===== src/include/amr_pkg.sv =====
// Package for the model-specific register bank: indices, fields, types
package amr_pkg;
    localparam int AMR_DATA_W = 64;
    localparam int AMR_IDX_W = 32;
    // Register indices
    localparam logic [31:0] AMR_IDX_MC_ADDR = 32'h0000_0000;
    localparam logic [31:0] AMR_IDX_MC_TYPE = 32'h0000_0001;
    localparam logic [31:0] AMR_IDX_MON_FILT = 32'h0000_0006;
    localparam logic [31:0] AMR_IDX_TSTAMP = 32'h0000_0010;
    localparam logic [31:0] AMR_IDX_PLAT_ID = 32'h0000_0017;
    localparam logic [31:0] AMR_IDX_INTC_BASE = 32'h0000_001B;
    // Platform id field
    localparam int AMR_PLAT_LSB = 50;
    localparam int AMR_PLAT_MSB = 52;
    // Interrupt controller base fields
    localparam int AMR_INTC_BOOT_BIT = 8;
    localparam int AMR_INTC_EN_BIT = 11;
    localparam int AMR_INTC_BASE_LSB = 12;
    // Default maximum physical address width
    localparam int AMR_PHYS_W_DEF = 36;
    localparam logic [63:0] AMR_ZERO = 64'h0000_0000_0000_0000;
    localparam logic [63:0] AMR_INTC_RESET = 64'h0000_0000_FEE0_0000;

    // Access request from the core
    typedef struct packed {
        logic rd;
        logic wr;
        logic [AMR_IDX_W-1:0] idx;
        logic [AMR_DATA_W-1:0] wdata;
    } amr_req_type;

    // Answer to the core
    typedef struct packed {
        logic done;
        logic fault;
        logic [AMR_DATA_W-1:0] rdata;
    } amr_rsp_type;
endpackage : amr_pkg


===== src/amr_idx_decode.sv =====
// Index decoder for the model-specific register bank
`timescale 1ns/100ps
`default_nettype none
module amr_idx_decode
    import amr_pkg::*;
(
    input wire logic [AMR_IDX_W-1:0] idx_i,
    output logic [5:0] sel_o,
    output logic hit_o
);
    // One-hot select; a miss means the index is not implemented
    always_comb begin
        sel_o = 6'h00;
        case (idx_i)
            AMR_IDX_MC_ADDR: sel_o = 6'h01;
            AMR_IDX_MC_TYPE: sel_o = 6'h02;
            AMR_IDX_MON_FILT: sel_o = 6'h04;
            AMR_IDX_TSTAMP: sel_o = 6'h08;
            AMR_IDX_PLAT_ID: sel_o = 6'h10;
            AMR_IDX_INTC_BASE: sel_o = 6'h20;
            default: sel_o = 6'h00;
        endcase
        hit_o = |sel_o;
    end
endmodule : amr_idx_decode
`default_nettype wire


===== src/amr_bank.sv =====
// Model-specific register bank reached by read and write register instructions
`timescale 1ns/100ps
`default_nettype none
// Overview of operation
// - Every register reads by its numeric index through the core port; only filter, timestamp and base take writes.
// - An unimplemented index raises a fault; the access still completes, with done set and zero data.
// - Indices outside the architectural set are model-specific and decode as faults.
// - Platform id is a read-only 3-bit code at bits 52:50.
// - Base register bit 11 is a writable enable; bit 8 flags the boot core.
// - Address field width follows the maximum physical address width parameter.
module amr_bank
    import amr_pkg::*;
#(
    parameter int PHYS_W = AMR_PHYS_W_DEF
) (
    input wire logic mclk_i,
    input wire logic sys_rst_i,
    input wire amr_req_type req_i,
    input wire logic [2:0] plat_code_i,
    input wire logic boot_core_i,
    input wire logic [63:0] mc_addr_i,
    input wire logic [63:0] mc_type_i,
    output amr_rsp_type rsp_o,
    output logic intc_en_o,
    output logic [PHYS_W-AMR_INTC_BASE_LSB-1:0] intc_base_o,
    output logic [63:0] tstamp_o
);
    // Writable mask of the base register, sized by the physical width
    localparam logic [63:0] INTC_WMASK =
        (((64'h1 << PHYS_W) - 64'h1) & ~((64'h1 << AMR_INTC_BASE_LSB) - 64'h1))
        | (64'h1 << AMR_INTC_EN_BIT);

    logic [5:0] sel;
    logic hit;
    logic [63:0] mon_filt_reg;
    logic [63:0] tstamp_reg;
    logic [63:0] intc_reg;
    logic [2:0] plat_reg;
    logic boot_reg;
    logic strap_done_reg;
    // Strap synchronisers, first and second stage
    logic [2:0] plat_meta_reg;
    logic [2:0] plat_sync_reg;
    logic boot_meta_reg;
    logic boot_sync_reg;
    logic [63:0] rd_mux;
    logic acc;

    amr_idx_decode u_dec (
        .idx_i(req_i.idx),
        .sel_o(sel),
        .hit_o(hit)
    );

    assign acc = req_i.rd | req_i.wr;

    // Straps are pins: two flops settle them before the capture below reads them
    // No reset here, so the value is already settled when reset ends
    always_ff @(posedge mclk_i) begin
        plat_meta_reg <= plat_code_i;
        plat_sync_reg <= plat_meta_reg;
        boot_meta_reg <= boot_core_i;
        boot_sync_reg <= boot_meta_reg;
    end

    // Straps caught once after reset release, so reset loads only constants
    always_ff @(posedge mclk_i) begin
        if (sys_rst_i) begin
            strap_done_reg <= 1'b0;
            plat_reg <= 3'h0;
            boot_reg <= 1'b0;
        end else if (!strap_done_reg) begin
            strap_done_reg <= 1'b1;
            plat_reg <= plat_sync_reg;
            boot_reg <= boot_sync_reg;
        end
    end

    // Monitor filter size, plain read-write
    always_ff @(posedge mclk_i) begin
        if (sys_rst_i) begin
            mon_filt_reg <= AMR_ZERO;
        end else if (req_i.wr && sel[2]) begin
            mon_filt_reg <= req_i.wdata;
        end
    end

    // Cycle timestamp counts every clock; a write loads it
    // A write wins over counting in its cycle; counting resumes next clock, so a later read shows the load plus elapsed cycles
    always_ff @(posedge mclk_i) begin
        if (sys_rst_i) begin
            tstamp_reg <= AMR_ZERO;
        end else if (req_i.wr && sel[3]) begin
            tstamp_reg <= req_i.wdata;
        end else begin
            tstamp_reg <= tstamp_reg + 64'h1;
        end
    end

    // Base register keeps only its writable bits
    always_ff @(posedge mclk_i) begin
        if (sys_rst_i) begin
            intc_reg <= AMR_INTC_RESET & INTC_WMASK;
        end else if (req_i.wr && sel[5]) begin
            intc_reg <= req_i.wdata & INTC_WMASK;
        end
    end

    // Read data assembly; reserved bits stay zero
    // Unused select codes fall to zero, which also covers faulted reads
    always_comb begin
        rd_mux = AMR_ZERO;
        case (sel)
            6'h01: rd_mux = mc_addr_i;
            6'h02: rd_mux = mc_type_i;
            6'h04: rd_mux = mon_filt_reg;
            6'h08: rd_mux = tstamp_reg;
            6'h10: rd_mux[AMR_PLAT_MSB:AMR_PLAT_LSB] = plat_reg;
            6'h20: begin
                rd_mux = intc_reg;
                rd_mux[AMR_INTC_BOOT_BIT] = boot_reg;
            end
            default: rd_mux = AMR_ZERO;
        endcase
    end

    // Answer one cycle after the request; faults carry zero data
    always_ff @(posedge mclk_i) begin
        if (sys_rst_i) begin
            rsp_o <= '0;
        end else begin
            rsp_o.done <= acc;
            rsp_o.fault <= acc && !hit;
            rsp_o.rdata <= (req_i.rd && hit) ? rd_mux : AMR_ZERO;
        end
    end

    // Side outputs registered from state
    always_ff @(posedge mclk_i) begin
        if (sys_rst_i) begin
            intc_en_o <= 1'b0;
            intc_base_o <= '0;
            tstamp_o <= AMR_ZERO;
        end else begin
            intc_en_o <= intc_reg[AMR_INTC_EN_BIT];
            intc_base_o <= intc_reg[PHYS_W-1:AMR_INTC_BASE_LSB];
            tstamp_o <= tstamp_reg;
        end
    end

    // Answer checks: one answer per access, on the next edge, faults carry no data
    a_fault_unmapped: assert property (@(posedge mclk_i) disable iff (sys_rst_i)
        (acc && !hit) |=> (rsp_o.done && rsp_o.fault))
        else $error("unmapped index did not fault");
    a_hit_no_fault: assert property (@(posedge mclk_i) disable iff (sys_rst_i)
        (acc && hit) |=> (rsp_o.done && !rsp_o.fault))
        else $error("mapped index faulted");
    a_done_pulse: assert property (@(posedge mclk_i) disable iff (sys_rst_i)
        !acc |=> !rsp_o.done)
        else $error("answer without an access");
    a_fault_data: assert property (@(posedge mclk_i) disable iff (sys_rst_i)
        rsp_o.fault |-> (rsp_o.rdata == AMR_ZERO))
        else $error("faulted access returned data");
    a_fault_no_state: assert property (@(posedge mclk_i) disable iff (sys_rst_i)
        (req_i.wr && !hit) |=> ($stable(mon_filt_reg) && $stable(intc_reg)))
        else $error("faulted write changed state");
    a_wr_no_data: assert property (@(posedge mclk_i) disable iff (sys_rst_i)
        (req_i.wr && !req_i.rd) |=> (rsp_o.rdata == AMR_ZERO))
        else $error("write answered with data");

    // Register content checks; bit positions come from the package, not from here
    a_mon_roundtrip: assert property (@(posedge mclk_i) disable iff (sys_rst_i)
        (req_i.wr && req_i.idx == AMR_IDX_MON_FILT) |=> (mon_filt_reg == $past(req_i.wdata)))
        else $error("filter size write lost");
    a_filt_hold: assert property (@(posedge mclk_i) disable iff (sys_rst_i)
        !(req_i.wr && sel[2]) |=> $stable(mon_filt_reg))
        else $error("filter size changed without a write");
    a_mca_live: assert property (@(posedge mclk_i) disable iff (sys_rst_i)
        (req_i.rd && req_i.idx == AMR_IDX_MC_ADDR) |=> (rsp_o.rdata == $past(mc_addr_i)))
        else $error("machine check address read wrong");
    a_strap_capture: assert property (@(posedge mclk_i) disable iff (sys_rst_i)
        $rose(strap_done_reg) |-> (plat_reg == $past(plat_sync_reg)))
        else $error("platform code not captured");
    a_plat_layout: assert property (@(posedge mclk_i) disable iff (sys_rst_i)
        (req_i.rd && req_i.idx == AMR_IDX_PLAT_ID) |=>
        (rsp_o.rdata == (64'($past(plat_reg)) << AMR_PLAT_LSB)))
        else $error("platform id layout wrong");
    a_plat_ro: assert property (@(posedge mclk_i) disable iff (sys_rst_i)
        strap_done_reg |=> $stable(plat_reg))
        else $error("platform id changed");
    a_en_write: assert property (@(posedge mclk_i) disable iff (sys_rst_i)
        (req_i.wr && req_i.idx == AMR_IDX_INTC_BASE) |-> ##2
        (intc_en_o == $past(req_i.wdata[AMR_INTC_EN_BIT], 2)))
        else $error("enable bit not written");
    a_intc_resv: assert property (@(posedge mclk_i) disable iff (sys_rst_i)
        (intc_reg & ~INTC_WMASK) == AMR_ZERO)
        else $error("base reserved bits set");
    a_intc_read: assert property (@(posedge mclk_i) disable iff (sys_rst_i)
        (req_i.rd && req_i.idx == AMR_IDX_INTC_BASE) |=>
        ((rsp_o.rdata & ~(INTC_WMASK | (64'h1 << AMR_INTC_BOOT_BIT))) == AMR_ZERO))
        else $error("base read shows reserved bits");
    a_boot_flag: assert property (@(posedge mclk_i) disable iff (sys_rst_i)
        (req_i.rd && req_i.idx == AMR_IDX_INTC_BASE) |=>
        (rsp_o.rdata[AMR_INTC_BOOT_BIT] == $past(boot_reg)))
        else $error("boot flag read wrong");
    a_tstamp_count: assert property (@(posedge mclk_i) disable iff (sys_rst_i)
        !(req_i.wr && sel[3]) |=> (tstamp_reg == $past(tstamp_reg) + 64'h1))
        else $error("timestamp did not count");
    a_ts_mirror: assert property (@(posedge mclk_i) disable iff (sys_rst_i)
        1'b1 |=> (tstamp_o == $past(tstamp_reg)))
        else $error("timestamp output lags wrongly");

    // Scenario coverage
    c_read_ok: cover property (@(posedge mclk_i) req_i.rd && hit ##1 rsp_o.done);
    c_fault: cover property (@(posedge mclk_i) acc && !hit ##1 rsp_o.fault);
    c_en_set: cover property (@(posedge mclk_i) $rose(intc_en_o));
    c_ts_load: cover property (@(posedge mclk_i) req_i.wr && sel[3] ##1 rsp_o.done);
    c_plat_read: cover property (@(posedge mclk_i) req_i.rd && sel[4] ##1 rsp_o.done);
endmodule : amr_bank
`default_nettype wire


===== config.mk =====
export PLATFORM = sky130hd
export DESIGN_NAME = amr_bank
export DESIGN_NICKNAME = d
export VERILOG_FILES = /design/src/include/amr_pkg.sv /design/src/amr_idx_decode.sv /design/src/amr_bank.sv
export SDC_FILE = /design/constraint.sdc
export NUM_CORES = 1
export LEC_CHECK = 0
export BUFFER_PORTS_ARGS = -buffer_cell sky130_fd_sc_hd__buf_2
export CAP_MARGIN = 20
export CORE_UTILIZATION = 45
export DETAILED_ROUTE_END_ITERATION = 7
export PLACE_DENSITY_LB_ADDON = 0.12
export SETUP_SLACK_MARGIN = 0.15
export SYNTH_ARGS = -nofsm -noshare
export SYNTH_HDL_FRONTEND = slang
export SYNTH_SLANG_ARGS = --single-unit

===== constraint.sdc =====
create_clock -name mclk_i -period 5.24 [get_ports mclk_i]
set_clock_uncertainty 0.2 [all_clocks]
set_input_delay 0.262 -clock mclk_i [delete_from_list [all_inputs] [get_ports mclk_i]]
set_output_delay 0.262 -clock mclk_i [all_outputs]
set_load 0.1 [all_outputs]

==> results of run 1 <==
-- cell usage after synthesis, types with 22 or more instances --
cell type	instances	area [um^2]
sky130_fd_sc_hd__xnor2_1	24	210.2
sky130_fd_sc_hd__o21ai_0	22	110.1
sky130_fd_sc_hd__mux2i_1	39	390.4
sky130_fd_sc_hd__a22oi_1	37	277.8
sky130_fd_sc_hd__nand3_1	24	120.1
sky130_fd_sc_hd__xor2_1	22	192.7
sky130_fd_sc_hd__clkbuf_1	95	356.6
sky130_fd_sc_hd__nand4_1	30	187.7
sky130_fd_sc_hd__o2bb2ai_1	35	306.5
sky130_fd_sc_hd__inv_1	22	82.58
sky130_fd_sc_hd__nand2_1	164	615.6
sky130_fd_sc_hd__a211oi_1	47	352.8
sky130_fd_sc_hd__buf_2	28	140.1
sky130_fd_sc_hd__dfxtp_1	321	6426
sky130_fd_sc_hd__nor2_1	133	499.2
sky130_fd_sc_hd__nor2b_1	102	638.1
sky130_fd_sc_hd__a21oi_1	69	345.3
-- cells in the final DEF (no fill, tap or decap), types with 16 or more instances in the layout --
| master | count |
|---|---|
| sky130_fd_sc_hd__nand4_1 | 30 |
| sky130_fd_sc_hd__clkbuf_16 | 37 |
| sky130_fd_sc_hd__a22oi_1 | 37 |
| sky130_fd_sc_hd__mux2i_1 | 39 |
| sky130_fd_sc_hd__dfxtp_1 | 321 |
| sky130_fd_sc_hd__and3_1 | 20 |
| sky130_fd_sc_hd__a2bb2oi_1 | 18 |
| sky130_fd_sc_hd__nor2_1 | 133 |
| sky130_fd_sc_hd__a211oi_1 | 47 |
| sky130_fd_sc_hd__nor4_1 | 16 |
| sky130_fd_sc_hd__a222oi_1 | 18 |
| sky130_fd_sc_hd__nand3_1 | 24 |
| sky130_fd_sc_hd__o21ai_0 | 22 |
| sky130_fd_sc_hd__nor2b_1 | 102 |
| sky130_fd_sc_hd__a22o_1 | 20 |
| sky130_fd_sc_hd__xor2_1 | 22 |
| sky130_fd_sc_hd__o2bb2ai_1 | 35 |
| sky130_fd_sc_hd__nand2_1 | 164 |
| sky130_fd_sc_hd__buf_2 | 386 |
| sky130_fd_sc_hd__and4_1 | 16 |
| sky130_fd_sc_hd__inv_1 | 22 |
| sky130_fd_sc_hd__dlygate4sd3_1 | 134 |
| sky130_fd_sc_hd__a21oi_1 | 69 |
| sky130_fd_sc_hd__xnor2_1 | 24 |
-- power by group --
part | switching, mW | internal [mW] | total [mW]
logic | 0.208 | 0.170 | 0.379
registers | 0.00667 | 2.45 | 2.46
clock network | 0.977 | 1.46 | 2.44
-- through the flow --
stage	cell area, um^2	hold slack (ns)	std cells
after global routing	18120	0.03227	2344
after detailed placement	15600	0.1174	2146
final	18120	0.008184	2345
after global placement	15580	0.1126	2144
after floorplan	13580	0.08972	1486
after CTS	18070	0.0008178	2342
-- worst min path at each step --
stage                            end  cells after the start  slack [ns]
finish                     rsp_o[45]                      5       0.008
global route               rsp_o[45]                      5        0.03
CTS                        rsp_o[59]                      5      0.0008
detailed placement  plat_sync_reg[1]                      0        0.12
global placement    plat_sync_reg[2]                      0        0.11
floorplan              boot_meta_reg                      0        0.09
-- kinds of logic (layout without fill, tap and decap cells) --
logic type | after synthesis | in the layout | share of synthesized area
other cells | 0 | 1 | 0
mux | 63 | 63 | 0.04865
buf+inv | 153 | 621 | 0.04524
fa+ha+maj | 1 | 1 | 0.0009213
xor+xnor | 46 | 46 | 0.02967
flops | 321 | 321 | 0.4733
compound gates | 329 | 329 | 0.1806
simple gates | 573 | 573 | 0.2216
-- cell type report --
| class | count | area [um^2] |
|---|---|---|
| fill | 2613 | 11510 |
| clock buffer | 56 | 1077 |
| antenna | 1 | 2.502 |
| tap | 390 | 488.0 |
| timing repair buffer | 536 | 3436 |
| sequential | 321 | 6426 |
| clock inverter | 6 | 61.31 |
| multi-input combinational | 1012 | 6548 |
| inverter | 23 | 86.33 |
-- worst reg2reg max path, cell delays in order (launching register included) --
cell	delay, ns
sky130_fd_sc_hd__dfxtp_1	0.47
sky130_fd_sc_hd__nand4_1	0.52
sky130_fd_sc_hd__nor4_2	0.62
sky130_fd_sc_hd__nand3_1	0.55
sky130_fd_sc_hd__or4b_1	0.67
sky130_fd_sc_hd__o311ai_0	0.10
-- layer usage --
layer | up-vias | routed length (um)
met5 | - | 0
met4 | 0 | 1189
met3 | 95 | 2684
met2 | 521 | 21620
met1 | 6198 | 19280
li1 | 6232 | -
==> out/qor.yml, run 1 <==
timing.setup.critical_path_class: "reg2reg"
critPathMaxFanout: 14
ys_ff_latch: 321
cts_root_buffer: "sky130_fd_sc_hd__clkbuf_16"
max_slew_margin: 0.2733
cpMaxStageDelayCell: "sky130_fd_sc_hd__or4b_1"
layout.nets: 2163
fmax_ghz: 0.3106
worst_slack_ns: 2.021
clock_sinks: 321
synthesis.area_um2: 13580
min-delay-path-class: "in2reg"
setup-tns-final_ns: 0
timing_hold_violations_final: 0
met3_global_route_usage: 0.04199
peakVddDrop_mv: 0.2177
io-pin-count: 387
worstReg2RegStart: "tstamp_reg[16]"
cp_data_required_time_ns: 5.44
regToRegSetupSlack_ns: 2.02
place_worst_setup_slack_ns: 1.695
worst_path_largest_cell_delay_ns: 0.67
drt-pass1-iter-count: 8
clkLatencyLatePin_ns: 0.51
critPathCapture: "tstamp_reg[54]"
h_tree_level_count: 2
synth_cell_type_count: 64
worst-slew-pin-transition_ns: 1.087
grt_antenna_before_repair: 1
timing.critical_path.arrival_ns: 3.42
ys_async_sr_fraction: 0
area.growth.synth_to_final_pct: 33.49
synth_edf_count: 0
largest_register_ffs: 66
timing.rr.end: "tstamp_reg[54]"
placeableCoreArea_um2: 29640
synth_seq_area_share: 0.4733
std_cell_rows: 63
total_power_mw: 5.276
place_hpwl_mm: 30.88
postSynth.topFlopCell: "sky130_fd_sc_hd__dfxtp_1"
grt_pass1_wl_mm: 68.35
floorplan.initialDensity: 0.4581
postLayoutCoreUtil: 0.6115
dr.first_iter.drc_count: 1125
drt_wl_total_mm: 44.78
reg2reg_depth: 5
final_layout_size_suffix_gt1_frac: 0.2533
gp_congestion: 0.8666
critPathTopFamily: "simple AND/OR/NAND/NOR gates"
die_outline_height_um: 175.7
numCtsBuffers: 36
syn_area_per_cell_um2: 9.137
detail-route-antenna-nets: 0
die_width_um: 175.7
critical_path.startpoint: "tstamp_reg[16]"
wire_length_per_cell_after_detailed_routing_um: 19.09
met2_usage: 0.4783
hp-start: "mc_addr_i[45]"
min_period_ns: 3.219
path_cells: "nand4_1 -> nor4_2 -> nand3_1 -> or4b_1 -> o311ai_0"
use_met1: 0.3606
count_of_buffering_cells_on_the_critical_path_with_inverters_included: 0
setup.worst_path.end_class: "register"
drv_cap: 0
vias: 13050
crit_cells: 5
final-max-slew-violation-count: 0
path_clk_slew_ns: 0.06
via_count_of_the_first_global_routing_pass: 12800
postSynthNetCount: 1719
vias_per_cell: 5.563
status: "finished, violations left"
violated_checks: "DRC"
grt_setup_unrepaired: "no"
largest_register: "rsp_o"
ctsHoldBuffers: 134
total_leakage_power_nw: 7.271
timing.final.crit_share: 0.6144
power_density_nw_per_um2: 291.1
drc_errors: 5
global_route.peak_usage_layer: "met2"
finalSetupViolations: 0
fp.dieArea_um2: 30870
post_cts_resize_count: 0
groute.usage.overall: 0.2805
portBuffers: 386
cts_setup_buffers: 0
synth_warnings: 0
grt.overflow.total: 0
worstSetupStartpointType: "register"
cts_tree: "yes"
ctsLongestPathBuffers: 3
largest_net_degree_at_the_start_of_global_routing: 83
netlist_instances: 1486
Note: power is estimated with default switching activity, not from simulation.
==> inputs of run 2 (changes only) <==
- clock period: 5.24 -> 3.4 ns (I/O delays scaled with it)
==> out/qor.yml, run 2 (same netlist as run 1, synthesis figures left out) <==
timing.final.crit_share: 0.8820
path_cells: "nand4_1 -> nor4_2 -> nand3_1 -> or4b_1 -> o311ai_1"
die_width_um: 175.7
drv_cap: 0
place_hpwl_mm: 31.76
h_tree_level_count: 2
setup.worst_path.end_class: "register"
reg2reg_depth: 5
die_outline_height_um: 175.7
grt.overflow.total: 0
area.growth.synth_to_final_pct: 37.42
num-fill-cells: 2537
grt_antenna_before_repair: 2
max_slew_margin: 0.4213
io-pin-count: 387
largest_register_ffs: 66
status: "finished clean"
hp-start: "mc_addr_i[34]"
drt_wl_total_mm: 47.08
largest_net_degree_at_the_start_of_global_routing: 87
drt-pass1-iter-count: 6
groute.usage.overall: 0.2972
most-common-layout-cells: "sky130_fd_sc_hd__buf_2, sky130_fd_sc_hd__dfxtp_1, sky130_fd_sc_hd__dlygate4sd3_1, sky130_fd_sc_hd__nand2_1, sky130_fd_sc_hd__nor2_1"
worst_hold_path.num_cells: 5
final_layout_size_suffix_gt1_frac: 0.2545
grt_setup_unrepaired: "no"
min-delay-path-class: "in2reg"
total_leakage_power_nw: 7.430
timing.critical_path.arrival_ns: 3.21
holdWs_ns: 0.01387
clock_sinks: 321
numCtsBuffers: 36
worst-slew-pin-transition_ns: 0.8681
vias: 13520
fp.dieArea_um2: 30870
grt_pass1_wl_mm: 71.99
wire_length_per_cell_after_detailed_routing_um: 19.58
largest_register: "rsp_o"
cp_data_required_time_ns: 3.61
floorplan.initialDensity: 0.4581
cts_root_buffer: "sky130_fd_sc_hd__clkbuf_16"
worstSetupStartpointType: "register"
cpMaxStageDelayCell: "sky130_fd_sc_hd__or4b_1"
power_density_nw_per_um2: 435.8
portBuffers: 386
cts_tree: "yes"
critPathMaxFanout: 14
placeableCoreArea_um2: 29640
post_cts_resize_count: 0
min_period_ns: 2.999
worstReg2RegStart: "tstamp_reg[15]"
final-max-slew-violation-count: 0
std_cell_rows: 63
critical_path.startpoint: "tstamp_reg[15]"
ctsLongestPathBuffers: 3
setup-tns-final_ns: 0
timing_hold_violations_final: 0
clkLatencyLatePin_ns: 0.51
timing.setup.critical_path_class: "reg2reg"
via_count_of_the_first_global_routing_pass: 13400
layout.nets: 2227
most_common_cell_after_layout_fill_and_taps_aside: "sky130_fd_sc_hd__buf_2"
instances_no_fill: 2404
peakVddDrop_mv: 0.2718
drc_errors: 0
dr.first_iter.drc_count: 1118
finalSetupViolations: 0
fmax_ghz: 0.3335
gp_congestion: 0.8609
worst_path_largest_cell_delay_ns: 0.64
placedCellCount: 2165
vias_per_cell: 5.624
detail-route-antenna-nets: 0
path_clk_slew_ns: 0.06
[run 2: changes by cell type in the layout (fill, tap and decap cells not counted), sizes merged]
cell,delta
clkinv,-1
clkbuf,-5
clkinvlp,-1
dlygate4sd3,+43
bufinv,+1
buf,+21
diode,+1
[run 2: where the power goes]
group | internal, mW | total (mW) | switching [mW]
sequential | 3.78 | 3.79 | 0.0106
clock | 2.24 | 3.73 | 1.50
combinational | 0.273 | 0.605 | 0.333
total | 6.29 | 8.13 | 1.84
[run 2: worst paths after layout]
check	end	slack (ns)
worst max register to register	tstamp_reg[62]	0.40
worst min-delay path	rsp_o[34]	0.01
worst min register to register	plat_sync_reg[2]	0.12
worst max-delay path	tstamp_reg[62]	0.40
[run 2: routing by layer]
layer,GRT usage,part of all wire,up-vias
li1,-,-,6352
met2,0.5043,0.48,591
met5,0,0.00028,-
met3,0.04654,0.065,122
met4,0.1120,0.034,2
met1,0.3784,0.42,6454
[run 2: cell type report]
cell class,count,area (um^2),share of cell area
Clock buffer,51,1028,0.05512
Tap cell,390,488.0,0.02615
Multi-Input combinational cell,1012,6548,0.3509
Clock inverter,5,75.07,0.004023
Antenna cell,2,5.005,0.0002682
Inverter,23,86.33,0.004627
Timing Repair Buffer,600,4003,0.2145
Sequential cell,321,6426,0.3444
[run 2: timing repair]
action                                  in CTS  in global routing
endpoints found under the hold margin      223                  1
hold buffers                               176                  1
endpoints found under the setup margin       0                  3
buffers inserted                             0                  3
[run 2: critical path, delay by kind of cell (launching register included)]
kind               cells  cell delay, ns
and+or+nand+nor        4            2.14
DFF                    1            0.46
AOI/OAI and AO/OA      1            0.09
[run 2: through the flow]
stage	power (mW)	util	instance area (um^2)	worst slack, ns
finish	8.132	0.6296	18660	0.4012
global placement	4.345	0.5314	15750	0.5323
floorplan	4.107	-	13580	1.166
detailed placement	4.347	0.5314	15750	0.4470
global route	8.354	0.6294	18650	0.1538
CTS	8.170	0.6280	18610	0.4327
==> inputs of run 3 (changes only) <==
- PLACE_DENSITY_LB_ADDON: 0.12 -> 0.25
==> out/qor.yml, run 3 (same netlist as run 1, synthesis figures left out) <==
grt_setup_unrepaired: "no"
ctsLongestPathBuffers: 3
place_hpwl_mm: 31.90
area.growth.synth_to_final_pct: 37.99
vias: 13730
grt_antenna_before_repair: 4
instances_no_fill: 2413
placedCellCount: 2161
holdWs_ns: 0.01743
total_leakage_power_nw: 7.472
timing.setup.critical_path_class: "reg2reg"
power_density_nw_per_um2: 436.9
worst_slack_ns: 0.4890
largest_net_degree_at_the_start_of_global_routing: 148
dr.first_iter.drc_count: 1194
groute.usage.overall: 0.3021
final-max-slew-violation-count: 0
max_slew_margin: 0.2696
timing_hold_violations_final: 0
internal-power_mw: 6.320
timing.critical_path.arrival_ns: 3.12
total_power_mw: 8.186
min-delay-path-class: "in2reg"
fp.dieArea_um2: 30870
placeableCoreArea_um2: 29640
setup.worst_path.end_class: "register"
grt_pass1_wl_mm: 73.24
grt.overflow.total: 0
drc_errors: 0
gp_congestion: 0.9071
worst-slew-pin-transition_ns: 1.094
h_tree_level_count: 2
portBuffers: 386
total_switching_power_mw: 1.866
numCtsBuffers: 35
cts_tree: "yes"
combinationalPowerShare: 0.074
setup-tns-final_ns: 0
path_clk_slew_ns: 0.06
io-pin-count: 387
largest_register_ffs: 66
share_clk_of_total_power: 0.463
std_cell_rows: 63
critPathMaxFanout: 14
clock_sinks: 321
layout.nets: 2227
most_common_cell_after_layout_fill_and_taps_aside: "sky130_fd_sc_hd__buf_2"
drt-pass1-iter-count: 6
final_layout_size_suffix_gt1_frac: 0.2550
drv_cap: 0
cts_root_buffer: "sky130_fd_sc_hd__clkbuf_16"
drt_wl_total_mm: 47.48
min_period_ns: 2.911
status: "finished clean"
cp_data_required_time_ns: 3.61
worstSetupStartpointType: "register"
place_worst_setup_slack_ns: 0.3938
via_count_of_the_first_global_routing_pass: 13570
vias_per_cell: 5.690
floorplan.initialDensity: 0.4581
largest_register: "rsp_o"
die_width_um: 175.7
timing.final.crit_share: 0.8562
peakVddDrop_mv: 0.3338
clkLatencyLatePin_ns: 0.51
most-common-layout-cells: "sky130_fd_sc_hd__buf_2, sky130_fd_sc_hd__dfxtp_1, sky130_fd_sc_hd__dlygate4sd3_1, sky130_fd_sc_hd__nand2_1, sky130_fd_sc_hd__nor2_1"
power_switching_share: 0.2279
detail-route-antenna-nets: 0
die_outline_height_um: 175.7
seq_power_share: 0.463
fmax_ghz: 0.3435
finalSetupViolations: 0
wire_length_per_cell_after_detailed_routing_um: 19.68
[run 3: changes by cell type in the layout (fill, tap and decap cells not counted), moves of 3 or more]
cell,previous run,this run
sky130_fd_sc_hd__dlygate4sd3_1,177,183
sky130_fd_sc_hd__clkinv_2,3,6
sky130_fd_sc_hd__buf_4,36,31
sky130_fd_sc_hd__clkbuf_8,6,10
[run 3: worst paths after layout]
| path | start | endpoint | slack [ns] | depth (start not counted) |
|---|---|---|---|---|
| worst min-delay path | mc_addr_i[21] | rsp_o[21] | 0.02 | 5 |
| worst max register to register | tstamp_reg[15] | tstamp_reg[54] | 0.49 | 5 |
| worst min register to register | plat_meta_reg[0] | plat_sync_reg[0] | 0.13 | 0 |
| worst max-delay path | tstamp_reg[15] | tstamp_reg[54] | 0.49 | 5 |
[run 3: through the flow]
step | util | instance area [um^2]
after global routing | 0.6322 | 18740
after detailed placement | 0.5304 | 15720
final | 0.6322 | 18740
after floorplan | - | 13580
after global placement | 0.5304 | 15720
after CTS | 0.6310 | 18700
[run 3: what timing repair did]
action | 4_1_cts | 5_1_grt
hold endpoints to repair | 233 | 0
endpoints found under the setup margin | 0 | 6
resized for setup | 0 | 1
buffers inserted | 0 | 3
hold buffers | 183 | 0
[run 3: layer usage]
layer	GRT usage	wire length, um	up-vias
met5	0	11	-
met4	0.1580	2450	2
met3	0.05022	3391	173
met2	0.5066	22640	721
met1	0.3712	18980	6472
li1	-	-	6361
[run 3: critical path, cell delays in order (launching register included)]
cell and delay, ns:
sky130_fd_sc_hd__dfxtp_1 0.44, sky130_fd_sc_hd__nand4_1 0.44, sky130_fd_sc_hd__nor4_2 0.64, sky130_fd_sc_hd__nand3_2 0.38, sky130_fd_sc_hd__or4b_1 0.61, sky130_fd_sc_hd__o311ai_0 0.09
[run 3: layout make-up]
class                   count  area, um^2
clock inverters             8       67.56
repair buffers            601        4025
multi-input cells        1012        6553
well taps                 390       488.0
fillers                  2484       10900
inverters                  23       86.33
flip-flops and latches    321        6426
diodes                      3       7.507
clock buffers              55        1084
[run 3: power groups by stage]
stage	registers (mW)	clock network (mW)	logic [mW]
2_1_floorplan	3.94	0	0.162
3_3_place_gp	3.88	0	0.467
3_5_place_dp	3.88	0	0.468
4_1_cts	3.79	3.83	0.592
5_1_grt	3.79	4.00	0.640
6_report	3.79	3.79	0.605
